--- config.mk ---
export PLATFORM = sky130hd
export DESIGN_NAME = ccsr_top
export DESIGN_NICKNAME = d
export VERILOG_FILES = /design/src/rtl/ccsr_top.v /design/src/rtl/ccsr_sync.v /design/src/rtl/ccsr_pulse.v
export VERILOG_INCLUDE_DIRS = /design/src /design/src/rtl
export SDC_FILE = /design/constraint.sdc
export NUM_CORES = 1
export LEC_CHECK = 0
export ABC_AREA = 1
export BUFFER_PORTS_ARGS = -buffer_cell sky130_fd_sc_hd__buf_2
export CORE_ASPECT_RATIO = 1.2
export CORE_MARGIN = 2
export CORE_UTILIZATION = 25
export CTS_CLUSTER_DIAMETER = 60
export DETAILED_ROUTE_END_ITERATION = 10
export SYNTH_ARGS = -nofsm -noshare
export SYNTH_HDL_FRONTEND = slang
export SYNTH_HIERARCHICAL = 1
export SYNTH_SLANG_ARGS = --single-unit
--- constraint.sdc ---
create_clock -name mclk_i -period 1.5 [get_ports mclk_i]
set_input_delay 0.225 -clock mclk_i [delete_from_list [all_inputs] [get_ports mclk_i]]
set_output_delay 0.225 -clock mclk_i [all_outputs]
set_load 0.05 [all_outputs]
--- src/rtl/ccsr_consts.vh ---
// constants for the charger control/status register bank
// assumes inclusion by bare name from every rtl file that needs them
`ifndef CCSR_CONSTS_VH
`define CCSR_CONSTS_VH

// serial slave address and register map
`define CCSR_DEV_ADDR 7'h6b
`define CCSR_REG_STATUS 8'h00
`define CCSR_REG_CONTROL 8'h01
`define CCSR_UNMAPPED_DATA 8'hff

// control register defaults; status and control field positions
`define CCSR_CTRL_RESET 8'h0c
`define CCSR_BIT_KICK 7
`define CCSR_BIT_BOOST 6
`define CCSR_BIT_SHIP 3
`define CCSR_BIT_SOFTRST 7
`define CCSR_LIM_HI 6
`define CCSR_LIM_LO 4
`define CCSR_BIT_STATEN 3
`define CCSR_BIT_TERM 2
`define CCSR_BIT_CHGDIS 1
`define CCSR_BIT_HIZ 0

// charging phase and fault codes
`define CCSR_PHASE_CHARGING 2'h1
`define CCSR_FAULT_NONE 3'h0
`define CCSR_FAULT_TIMER 3'h5

// input current limit codes and values in mA
`define CCSR_LIM_100 3'h0
`define CCSR_LIM_500 3'h2
`define CCSR_MA_0 12'h064
`define CCSR_MA_1 12'h096
`define CCSR_MA_2 12'h1f4
`define CCSR_MA_3 12'h384
`define CCSR_MA_4 12'h5dc
`define CCSR_MA_5 12'h79e
`define CCSR_MA_6 12'h9c4
`define CCSR_MA_7 12'h7d0

// boost fault pulse timing
`define CCSR_PULSE_NS 128000
`define CCSR_CLK_MHZ 25

`endif

--- src/rtl/ccsr_top.v ---
// charger control/status registers behind a serial two-wire slave port
// assumes scl/sda, undervoltage and source-select pins are asynchronous;
// phase, fault and watchdog expiry come from logic on mclk_i
// Summary of operation
// - writing one to watchdog kick restarts watchdog; bit reads zero
// - boost select: zero charger, one boost; resets to zero
// - boost select one enters boost and regulates input node to 5V
// - fault code bits report eight documented fault codes
// - ship latch turns off device, switch, gate until undervoltage falls
// - host may clear ship latch bit by register write
// - soft reset writes one restore defaults; zero leaves default mode; reads one
// - soft reset enters default mode and stops the watchdog
// - soft reset clears itself once default mode is entered
// - input current limit code selects eight limits; reset 000
// - in default mode limit comes from source select pin
// - status pin enable: zero faults only, one full status; reset one
// - end-current cutoff: zero disables termination, one enables; reset one
// - charge disable: zero allows charging, one stops it
// - charge disabled: fixed system regulation, battery off, supplement allowed
// - high-impedance select one gives low quiescent state; reset zero
// - high impedance: converter off, battery switch on, gate low
// - watchdog expiry in boost clears boost and sends fault pulse
// - in boost status/interrupt float; each fault gives 128us pulse
`timescale 1ns/10ps
`include "ccsr_consts.vh"
module ccsr_top #(
  parameter DEV_ADDR = `CCSR_DEV_ADDR
) (
  // clock and reset
  input wire mclk_i,
  input wire sys_rst_i,
  // serial port pins, open drain
  input wire scl_i,
  input wire sda_i,
  output reg sda_o,
  output reg sda_oe_o,
  // device state
  input wire [1:0] charge_phase_i,
  input wire [2:0] fault_code_i,
  input wire watchdog_expired_i,
  input wire undervoltage_lockout_i,
  input wire source_select_i,
  // watchdog control
  output reg watchdog_kick_o,
  output reg watchdog_run_o,
  // operating mode
  output reg boost_mode_o,
  output reg default_mode_o,
  output reg device_off_o,
  output reg battery_switch_on_o,
  output reg external_battery_gate_o,
  output reg converter_on_o,
  output reg sys_fixed_reg_o,
  output reg supplement_en_o,
  output reg charge_en_o,
  output reg end_current_cutoff_on_o,
  output reg [2:0] input_limit_code_o,
  output reg [11:0] input_limit_ma_o,
  // status and interrupt pins, open drain
  output reg stat_o,
  output reg stat_oe_o,
  output reg int_o,
  output reg int_oe_o
);

  localparam PULSE_CYC = (`CCSR_PULSE_NS * `CCSR_CLK_MHZ) / 1000;
  localparam [7:0] CTRL_RST = `CCSR_CTRL_RESET;

  localparam ST_IDLE = 3'd0;
  localparam ST_ADDR = 3'd1;
  localparam ST_ACKA = 3'd2;
  localparam ST_PTR = 3'd3;
  localparam ST_WDAT = 3'd4;
  localparam ST_ACKW = 3'd5;
  localparam ST_RDAT = 3'd6;
  localparam ST_RACK = 3'd7;

  function [11:0] lim_ma;
    input [2:0] code;
    begin
      case (code)
        3'h0: lim_ma = `CCSR_MA_0;
        3'h1: lim_ma = `CCSR_MA_1;
        3'h2: lim_ma = `CCSR_MA_2;
        3'h3: lim_ma = `CCSR_MA_3;
        3'h4: lim_ma = `CCSR_MA_4;
        3'h5: lim_ma = `CCSR_MA_5;
        3'h6: lim_ma = `CCSR_MA_6;
        default: lim_ma = `CCSR_MA_7;
      endcase
    end
  endfunction

  wire [3:0] pins_s;
  wire scl_s = pins_s[0];
  wire sda_s = pins_s[1];
  wire undervoltage_lockout_s = pins_s[2];
  wire psel_s = pins_s[3];

  ccsr_sync #(.W(4)) u_sync (
    .mclk_i(mclk_i),
    .sys_rst_i(sys_rst_i),
    .async_i({source_select_i, undervoltage_lockout_i, sda_i, scl_i}),
    .sync_o(pins_s)
  );

  reg scl_d;
  reg sda_d;
  reg undervoltage_lockout_d;
  reg [2:0] state;
  reg [3:0] bitcnt;
  reg [7:0] shreg;
  reg [7:0] txreg;
  reg [7:0] ptr;
  reg is_read;
  reg wr_stb;
  reg [7:0] wr_data;
  reg [7:0] wr_addr;

  // register contents
  reg boost;
  reg ship;
  reg [2:0] in_limit;
  reg stat_en;
  reg term_en;
  reg chg_dis;
  reg hiz;
  reg soft_rst_pend;
  reg [2:0] fault_d;

  wire scl_rise = scl_s & ~scl_d;
  wire scl_fall = ~scl_s & scl_d;
  wire start_c = scl_s & scl_d & sda_d & ~sda_s;
  wire stop_c = scl_s & scl_d & ~sda_d & sda_s;
  wire wdog_boost = watchdog_expired_i & boost;
  wire fault_new = (fault_code_i != fault_d) && (fault_code_i != `CCSR_FAULT_NONE);
  wire pulse;

  ccsr_pulse #(.CYCLES(PULSE_CYC), .W(12)) u_pulse (
    .mclk_i(mclk_i),
    .sys_rst_i(sys_rst_i),
    .trig_i(boost & (fault_new | watchdog_expired_i)),
    .pulse_o(pulse)
  );

  wire [7:0] status_rd = {1'b0, boost, charge_phase_i, ship, fault_code_i};
  wire [7:0] control_rd = {1'b1, in_limit, stat_en, term_en, chg_dis, hiz};
  reg [7:0] rd_data;

  always @* begin
    case (ptr)
      `CCSR_REG_STATUS: rd_data = status_rd;
      `CCSR_REG_CONTROL: rd_data = control_rd;
      default: rd_data = `CCSR_UNMAPPED_DATA;
    endcase
  end

  // serial slave engine
  always @(posedge mclk_i) begin
    if (sys_rst_i) begin
      scl_d <= 1'b1;
      sda_d <= 1'b1;
      state <= ST_IDLE;
      bitcnt <= 4'h0;
      shreg <= 8'h00;
      txreg <= 8'h00;
      ptr <= 8'h00;
      is_read <= 1'b0;
      wr_stb <= 1'b0;
      wr_data <= 8'h00;
      wr_addr <= 8'h00;
      sda_o <= 1'b0;
      sda_oe_o <= 1'b0;
    end else begin
      scl_d <= scl_s;
      sda_d <= sda_s;
      wr_stb <= 1'b0;
      if (start_c) begin
        state <= ST_ADDR;
        bitcnt <= 4'h0;
        sda_oe_o <= 1'b0;
      end else if (stop_c) begin
        state <= ST_IDLE;
        sda_oe_o <= 1'b0;
      end else if (scl_rise) begin
        case (state)
          ST_ADDR, ST_PTR, ST_WDAT: begin
            shreg <= {shreg[6:0], sda_s};
            bitcnt <= bitcnt + 4'h1;
          end
          ST_RDAT: begin
            bitcnt <= bitcnt + 4'h1;
          end
          ST_RACK: begin
            if (sda_s) begin
              state <= ST_IDLE;
            end
          end
          default: begin
          end
        endcase
      end else if (scl_fall) begin
        case (state)
          ST_ADDR: begin
            if (bitcnt == 4'h8) begin
              bitcnt <= 4'h0;
              if (shreg[7:1] == DEV_ADDR) begin
                is_read <= shreg[0];
                sda_oe_o <= 1'b1;
                state <= ST_ACKA;
              end else begin
                state <= ST_IDLE;
              end
            end
          end
          ST_ACKA: begin
            if (is_read) begin
              txreg <= {rd_data[6:0], 1'b0};
              sda_oe_o <= ~rd_data[7];
              state <= ST_RDAT;
            end else begin
              sda_oe_o <= 1'b0;
              state <= ST_PTR;
            end
          end
          ST_PTR, ST_WDAT: begin
            if (bitcnt == 4'h8) begin
              bitcnt <= 4'h0;
              sda_oe_o <= 1'b1;
              if (state == ST_PTR) begin
                ptr <= shreg;
              end else begin
                wr_stb <= 1'b1;
                wr_addr <= ptr;
                wr_data <= shreg;
                ptr <= ptr + 8'h01;
              end
              state <= ST_ACKW;
            end
          end
          ST_ACKW: begin
            sda_oe_o <= 1'b0;
            state <= ST_WDAT;
          end
          ST_RDAT: begin
            if (bitcnt == 4'h8) begin
              bitcnt <= 4'h0;
              sda_oe_o <= 1'b0;
              ptr <= ptr + 8'h01;
              state <= ST_RACK;
            end else begin
              sda_oe_o <= ~txreg[7];
              txreg <= {txreg[6:0], 1'b0};
            end
          end
          ST_RACK: begin
            txreg <= {rd_data[6:0], 1'b0};
            sda_oe_o <= ~rd_data[7];
            state <= ST_RDAT;
          end
          default: begin
            sda_oe_o <= 1'b0;
          end
        endcase
      end
    end
  end

  wire wr_status = wr_stb && (wr_addr == `CCSR_REG_STATUS);
  wire wr_control = wr_stb && (wr_addr == `CCSR_REG_CONTROL);

  // register bank and mode control
  always @(posedge mclk_i) begin
    if (sys_rst_i) begin
      boost <= 1'b0;
      ship <= 1'b0;
      in_limit <= `CCSR_LIM_100;
      stat_en <= CTRL_RST[`CCSR_BIT_STATEN];
      term_en <= CTRL_RST[`CCSR_BIT_TERM];
      chg_dis <= 1'b0;
      hiz <= 1'b0;
      soft_rst_pend <= 1'b0;
      default_mode_o <= 1'b1;
      watchdog_kick_o <= 1'b0;
      watchdog_run_o <= 1'b0;
      undervoltage_lockout_d <= 1'b1;
      fault_d <= `CCSR_FAULT_NONE;
    end else begin
      undervoltage_lockout_d <= undervoltage_lockout_s;
      fault_d <= fault_code_i;
      watchdog_kick_o <= 1'b0;
      if (soft_rst_pend) begin
        boost <= 1'b0;
        ship <= 1'b0;
        in_limit <= `CCSR_LIM_100;
        stat_en <= CTRL_RST[`CCSR_BIT_STATEN];
        term_en <= CTRL_RST[`CCSR_BIT_TERM];
        chg_dis <= 1'b0;
        hiz <= 1'b0;
        default_mode_o <= 1'b1;
        watchdog_run_o <= 1'b0;
        soft_rst_pend <= 1'b0;
      end else begin
        if (wr_status) begin
          // kick is a pulse, never stored
          if (wr_data[`CCSR_BIT_KICK]) begin
            watchdog_kick_o <= 1'b1;
            watchdog_run_o <= 1'b1;
          end
          boost <= wr_data[`CCSR_BIT_BOOST];
          // host sets or clears ship latch
          ship <= wr_data[`CCSR_BIT_SHIP];
          default_mode_o <= 1'b0;
        end else if (undervoltage_lockout_d & ~undervoltage_lockout_s) begin
          ship <= 1'b0;
        end
        if (wr_control) begin
          // only a one starts soft reset
          soft_rst_pend <= wr_data[`CCSR_BIT_SOFTRST];
          in_limit <= wr_data[`CCSR_LIM_HI:`CCSR_LIM_LO];
          stat_en <= wr_data[`CCSR_BIT_STATEN];
          term_en <= wr_data[`CCSR_BIT_TERM];
          chg_dis <= wr_data[`CCSR_BIT_CHGDIS];
          hiz <= wr_data[`CCSR_BIT_HIZ];
          default_mode_o <= wr_data[`CCSR_BIT_SOFTRST];
        end
        if (wdog_boost) begin
          boost <= 1'b0;
        end
      end
    end
  end

  // registered mode and pin outputs
  always @(posedge mclk_i) begin
    if (sys_rst_i) begin
      boost_mode_o <= 1'b0;
      device_off_o <= 1'b0;
      battery_switch_on_o <= 1'b1;
      external_battery_gate_o <= 1'b0;
      converter_on_o <= 1'b1;
      sys_fixed_reg_o <= 1'b0;
      supplement_en_o <= 1'b1;
      charge_en_o <= 1'b1;
      end_current_cutoff_on_o <= 1'b1;
      input_limit_code_o <= `CCSR_LIM_100;
      input_limit_ma_o <= `CCSR_MA_0;
      stat_o <= 1'b0;
      stat_oe_o <= 1'b0;
      int_o <= 1'b0;
      int_oe_o <= 1'b0;
    end else begin
      stat_o <= 1'b0;
      int_o <= 1'b0;
      boost_mode_o <= boost & ~ship & ~hiz;
      device_off_o <= ship;
      battery_switch_on_o <= ~ship & (hiz | ~chg_dis);
      external_battery_gate_o <= ship | (~hiz & chg_dis);
      converter_on_o <= ~ship & ~hiz;
      sys_fixed_reg_o <= chg_dis;
      supplement_en_o <= ~ship;
      charge_en_o <= ~chg_dis & ~ship & ~hiz & ~boost;
      end_current_cutoff_on_o <= term_en;
      if (default_mode_o) begin
        input_limit_code_o <= psel_s ? `CCSR_LIM_500 : `CCSR_LIM_100;
        input_limit_ma_o <= lim_ma(psel_s ? `CCSR_LIM_500 : `CCSR_LIM_100);
      end else begin
        input_limit_code_o <= in_limit;
        input_limit_ma_o <= lim_ma(in_limit);
      end
      if (boost | pulse) begin
        // float except for the fault pulse, which outlives boost
        stat_oe_o <= pulse;
        int_oe_o <= pulse;
      end else begin
        stat_oe_o <= (fault_code_i != `CCSR_FAULT_NONE) |
          (stat_en & (charge_phase_i == `CCSR_PHASE_CHARGING));
        int_oe_o <= fault_code_i != `CCSR_FAULT_NONE;
      end
    end
  end

endmodule // ccsr_top

--- src/rtl/ccsr_sync.v ---
// two-flop synchroniser for a group of asynchronous pins
// assumes inputs are levels that may change at any time
`timescale 1ns/10ps
module ccsr_sync #(
  parameter W = 4
) (
  // clock and reset
  input wire mclk_i,
  input wire sys_rst_i,
  // pins
  input wire [W-1:0] async_i,
  output reg [W-1:0] sync_o
);

  reg [W-1:0] meta;

  always @(posedge mclk_i) begin
    if (sys_rst_i) begin
      meta <= {W{1'b1}};
      sync_o <= {W{1'b1}};
    end else begin
      meta <= async_i;
      sync_o <= meta;
    end
  end

endmodule // ccsr_sync

--- src/rtl/ccsr_pulse.v ---
// one-shot pulse stretcher: a trigger gives a pulse of CYCLES clocks
// assumes trigger is synchronous to mclk_i; retrigger restarts the pulse
`timescale 1ns/10ps
module ccsr_pulse #(
  parameter CYCLES = 3200,
  parameter W = 12
) (
  // clock and reset
  input wire mclk_i,
  input wire sys_rst_i,
  // trigger and pulse
  input wire trig_i,
  output reg pulse_o
);

  reg [W-1:0] cnt;

  always @(posedge mclk_i) begin
    if (sys_rst_i) begin
      cnt <= {W{1'b0}};
      pulse_o <= 1'b0;
    end else if (trig_i) begin
      cnt <= CYCLES[W-1:0] - {{(W-1){1'b0}}, 1'b1};
      pulse_o <= 1'b1;
    end else if (cnt != {W{1'b0}}) begin
      cnt <= cnt - {{(W-1){1'b0}}, 1'b1};
    end else begin
      pulse_o <= 1'b0;
    end
  end

endmodule // ccsr_pulse

# [Word-level counts from Yosys, hierarchy flattened]
# Index checks and enable logic that the tools add are counted.
# W data, S select, Z words.
[totals] elab_cells=223 mem_count=0 input_bits=12 mem_bits_ro=0 latchBits=0 reg_bits=116 ram_bits=0
[classes] n_shift=0 n_addsub=3 muxes=48 bitwise_logic=44 n_lt_le_gt_ge=0 n_div=0 n_mul=0 reduce_logical=40 eq_ne=44
[ops] cell="$pmux W12 S7" n=2
[ops] cell="$reduce_and A7 Y1" n=6
[ops] cell="$mux W8" n=5
[ops] cell="$mux W12" n=3
[ops] cell="$pmux W8 S2" n=2
[ops] cell="$mux W3" n=9
[ops] cell="$pmux W8 S3" n=1
[ops] cell="$eq A3 B3 Y1 const B" n=7
[ops] cell="$mux W4" n=5
[ops] cell="$not A1 Y1" n=20
[ops] cell="$and A1 B1 Y1" n=19
[ops] cell="$pmux W3 S6" n=1
[ops] cell="$mux W1" n=17
[ops] cell="$eq A8 B1 Y1 const B" n=2
[ops] cell="$logic_not A8 Y1" n=2
[ops] cell="$ne A2 B2 Y1 const B" n=8
[ops] cell="$ne A5 B5 Y1 const B" n=3
[ops] cell="$reduce_or A3 Y1" n=5
[ops] cell="$eq A3 B2 Y1 const B" n=4
[ops] cell="$reduce_bool A12 Y1" n=1
[ops] cell="$reduce_bool A2 Y1" n=6
[ops] cell="$sub A12 B1 Y12 const B" n=1
[ops] cell="$reduce_and A5 Y1" n=2
[ops] cell="$eq A2 B3 Y1 const B" n=3
[ops] cell="25 further kinds" n=45

# [Depth between registers and ports, before layout]
[logic_depth] word_depth=8 depth_mapped=10 mapped_depth_nobuf=10

# [Hierarchy]
# The synthesis kept the hierarchy.
[modules_own_cells] mod="ccsr_top" n_inst=1 cells_each=593 area_per_inst_um2=4122.7 seq_area_each_um2=1861.8
[modules_own_cells] mod="ccsr_pulse" n_inst=1 cells_each=106 area_per_inst_um2=735.7 seq_area_each_um2=260.2
[modules_own_cells] mod="ccsr_sync" n_inst=1 cells_each=25 area_per_inst_um2=224.0 seq_area_each_um2=160.2

# [Least setup slack after synthesis]
# No wires, ideal clock.
[synth_path] path_kind="register to register" from="reg scl_d" to="reg txreg[6]" path_stages_with_launch=11 setup_slack_ns=-0.019 period_less_slack_ns=1.519 required_time_ns=1.429 path_buffers=1 arrival_time_ns=1.449 cell_sequence="dfxtp_1 -> inv_1 -> ha_1 -> inv_1 -> nand2_1 -> nor2_1 -> nand3_2 -> buf_4 -> nor2_1 -> nand2_1 -> a21oi_1"
[synth_between] elab_chain_len=5 word_cells_on_any_way=12 classes_between="11 x bitwise; 1 x reduce/logical"
[synth_rtl] element="start, declared" line="ccsr_top.v:107" source="reg scl_d;"
[synth_rtl] element="start signal, assigned" line="ccsr_top.v:175" source="scl_d <= scl_s;"
[synth_rtl] element="$and A1 B1 Y1" line="ccsr_top.v:133, ccsr_top.v:134"
[synth_rtl] element="$and A1 B1 Y1, on equally long branches (2 in series)" line="ccsr_top.v:133, ccsr_top.v:134"
[synth_rtl] element="$not A1 Y1 (no line)"
[synth_rtl] element="$reduce_and A7 Y1 (no line) *"
[synth_rtl] element="end signal, assigned" line="ccsr_top.v:218" source="txreg <= {rd_data[6:0], 1'b0};"
[synth_rtl] element="end signal, assigned" line="ccsr_top.v:253" source="txreg <= {txreg[6:0], 1'b0};"
[synth_rtl] element="end signal, assigned" line="ccsr_top.v:257" source="txreg <= {rd_data[6:0], 1'b0};"
[synth_rtl] element="end, declared" line="ccsr_top.v:113" source="reg [7:0] txreg;"
# Mark *: on every way between the ends. The rest lies on a longest branch, timed or not.
# A chain may end at the register's enable or synchronous reset.

# [Final worst setup path]
[layout_path] from="reg u_sync.sync_o[0]" to="reg wr_addr[4]"
[layout_between] elab_chain_len=5 word_cells_on_any_way=12 classes_between="11 x bitwise; 1 x reduce/logical"
[layout_rtl] element="start, declared" line="ccsr_sync.v:12" source="output reg [W-1:0] sync_o"
[layout_rtl] element="start signal, assigned" line="ccsr_sync.v:20" source="sync_o <= {W{1'b1}};"
[layout_rtl] element="start signal, assigned" line="ccsr_sync.v:23" source="sync_o <= meta;"
[layout_rtl] element="$and A1 B1 Y1" line="ccsr_top.v:133, ccsr_top.v:134"
[layout_rtl] element="$and A1 B1 Y1, on equally long branches (2 in series)" line="ccsr_top.v:133, ccsr_top.v:134"
[layout_rtl] element="$not A1 Y1 (no line)"
[layout_rtl] element="$reduce_and A7 Y1 (no line) *"
[layout_rtl] element="end signal, assigned" line="ccsr_top.v:234" source="wr_addr <= ptr;"
[layout_rtl] element="end, declared" line="ccsr_top.v:118" source="reg [7:0] wr_addr;"
# Marks and branches as above.

==> impl_metrics.ini <==
[status]
status = completed

[setup_path]
crit_fanout = 21
cp-end-kind = flip-flop
critPathLaunchType = flip-flop
crit-reg2reg-capture = wr_addr[4]
r2r_setup_slack_ns = 0.03
cp.arrival_ns = 1.82
cp.required_ns = 1.85
r2r-start = u_sync/sync_o[0]
critPathKind = reg -> reg
r2r_cells = 8

[worst_hold_path]
whs_path_depth = 3
whs_endpoint = fault_d[2]
hp-class = in -> reg
min-delay-start = fault_code_i[2]

[global_routing]
grt_overflow_total = 0
grt_max_degree = 38
grt_pass1_vias = 4393
grt_usage = 0.118
grt_pass1_wl_um = 20400
antenna_found_initial = 0

[clocking]
ctsLongestPathBuffers = 2
cts_sinks = 114
htreeDepth = 4
cts_buffers = 17
cts_tree = done
cts.clk_slew.worst_paths_ns = 0.05
root_buffer = clkbuf_16
clock_latency_ns = 0.42

[placement]
io_buffers = 40
place_hpwl_um = 8830
placed_cells = 1056
gp_congestion = 0.826
dpl_worst_slack_ns = -0.0934

[yosys]
synth_top_area_frac = 0.449
synth_edf_count = 0
ys_seq_elements = 114
synthCells = 724
synth_area_leaders = dfxtp_1 (45%), nand2_1 (11%), nor2_1 (8.6%), inv_1 (7.5%), a21oi_1 (5.4%)
ys_async_sr_fraction = 0
synth_area_sq_mm = 0.00508
synth_largest_area_cell = dfxtp_1
synth_area_per_cell_sq_um = 7.02
ys_warn_count = 6
synthFlopType = dfxtp_1
ys_seq_area_frac = 0.449
synthDistinctLibCells = 36

[die]
num_rows = 57
initial_core_util = 0.253
core_sq_mm = 0.0201
die_h_um = 160
io_pins = 45
die_area_sq_mm = 0.0215
die_width_um = 134

[detailed_routing]
wire_per_inst_um = 11.3
route.antenna.remaining_nets = 0
first_iter_violations = 206
top_layer = met4
wl_met3_um = 447
routed_wl_um = 12400
met1_length_um = 5490
drc = 0
avgViaCountPerCell = 4.23
wl_met2_um = 6210
vias = 4628
drtPass1Iterations = 4

[power]
power_frac_comb = 0.169
power.density_mw_per_mm2 = 1350
p_sw_w = 0.00252
clkPwrFrac = 0.473
internal-power_w = 0.00684
p_seq_frac = 0.358
power_switching_share = 0.269
peakVddDrop_mv = 0.777
cellLeakagePower_nw = 3.13

[timing]
layout_setup_ws_ns = 0.0297
setup_violations = 0
fmax_mhz = 680
whs_ns = 0.0813
slew_violations = 0
fin_crit_sh = 0.980
hold_viol = 0
post-route-min-period_ns = 1.47
rsz0062_at_grt = true
fin_skew_ns = 0.00715

[cells_and_area]
fin_nets = 838
drive_gt1_frac = 0.246
num_antenna_cells = 0
fin_util = 0.344
layout.cells.non_filler = 1095
area_growth_syn_to_layout_pct = 36.1

[run]
cap_violations = 0
## layout by cell type, fill, tap and decap left out, drive strengths merged
cell type | netlist | routed
nand3 | 57 | 58
or2 | 2 | 2
nand2 | 148 | 148
dfxtp | 114 | 114
nand3b | 2 | 2
o22ai | 1 | 1
nor3b | 1 | 1
o21ai | 50 | 50
clkbuf | 9 | 24
nor3 | 10 | 10
buf | 11 | 86
a41o | 1 | 1
inv | 106 | 107
o21bai | 3 | 3
nand4 | 3 | 3
nor2 | 124 | 124
o211ai | 3 | 3
a21oi | 55 | 55
o41ai | 1 | 1
nor4 | 2 | 2
conb | 1 | 4
dlygate4sd3 | 0 | 4
clkinvlp | 0 | 1
bufinv | 0 | 5
ha | 9 | 9
xnor2 | 4 | 4
xor2 | 5 | 5
clkinv | 2 | 3
## flip-flops by register name (all words and copies together), names as in the netlist, 3 cells and up
signal and cells:
u_sync/meta 4, u_sync/sync_o 4, in_limit 3, input_limit_ma_o 11, input_limit_code_o 3, wr_data 8, state 3, u_pulse/cnt 12
wr_addr 8, txreg 7, fault_d 3, shreg 8, bitcnt 4, ptr 8
## per-layer routing
metal	vias to the layer above	global-route usage
met1	2063	0.137
li1	2475	-
met3	18	0.0289
met4	0	0.0474
met5	-	0
met2	72	0.206
## what timing repair did
action	4_1_cts	5_1_grt
endpoints found under the setup margin	42	49
hold buffers	4	0
gates cloned	0	1
buffers inserted	1	1
hold endpoints to repair	4	0
resized for setup	25	82
pin swaps	4	27
## layout make-up
class | count | area [sq um]
Fill cell | 2142 | 13200
Multi-Input combinational cell | 486 | 2590
Sequential cell | 114 | 2300
Timing Repair Buffer | 90 | 634
Clock buffer | 24 | 472
Inverter | 108 | 415
Tap cell | 265 | 332
Clock inverter | 8 | 175
## kinds of logic (layout without fill, tap and decap cells)
family | count (synthesis) | after routing | synth area share
AO/OA/AOI/OAI | 114 | 114 | 0.117
other | 1 | 4 | 0.000738
AND/OR/NAND/NOR | 349 | 350 | 0.295
XOR/XNOR | 9 | 9 | 0.0155
flip-flops | 114 | 114 | 0.449
adder cells (fa/ha/maj) | 9 | 9 | 0.0222
buffers and inverters | 128 | 230 | 0.100
## worst max-delay path by stage
stage                     startpoint          to  slack (ns)  cells past startpoint
floorplan                  bitcnt[0]  wr_data[1]       0.007                     10
global placement               scl_d    txreg[6]       -0.06                      9
detailed placement         bitcnt[0]    txreg[6]       -0.09                     10
CTS                 u_sync/sync_o[0]  wr_addr[4]      0.0009                      8
global route               bitcnt[0]  wr_addr[4]       -0.03                     10
finish              u_sync/sync_o[0]  wr_addr[4]        0.03                      8
## synthesized netlist by cell type, types with 2 or more instances
cell type  count
nor2_1       117
inv_2          4
nand4_1        3
nand3b_1       2
nor4_1         2
o21ai_0       49
nand3_2        5
inv_1        102
dfxtp_1      114
xor2_1         5
a21oi_1       55
nand2_4        2
nor2_2         5
o21bai_1       3
clkinv_1       2
buf_4          5
nand2_1      146
nand3_1       52
buf_2          3
nor3_1        10
xnor2_1        4
buf_1          2
ha_1           9
clkbuf_1       9
o211ai_1       3
## metrics by stage
stage / cell area [sq um] / setup TNS (ns) / power (W)
6_report: 6920 / 0 / 0.00936
5_1_grt: 6920 / -0.239 / 0.00980
4_1_cts: 6650 / 0 / 0.00941
3_5_place_dp: 5880 / -1.85 / 0.00494
3_3_place_gp: 5880 / -0.790 / 0.00492
2_1_floorplan: 5100 / 0 / 0.00465
## worst max-delay path: stages (launching register included)
cell and delay, ns:
dfxtp_4 0.36, ha_4 0.18, nand3_4 0.09, nand2_4 0.08
nor2_4 0.16, nand2_2 0.09, buf_12 0.16, buf_4 0.14
a21oi_1 0.13
## power groups by stage
stage | clock network (W) | logic, W | registers [W]
final | 0.00443 | 0.00158 | 0.00335
after CTS | 0.00451 | 0.00155 | 0.00335
after global placement | 0 | 0.00151 | 0.00341
after detailed placement | 0 | 0.00153 | 0.00341
after global routing | 0.00464 | 0.00179 | 0.00337
after floorplan | 0 | 0.00123 | 0.00342
(Power assumes the default switching activity.)
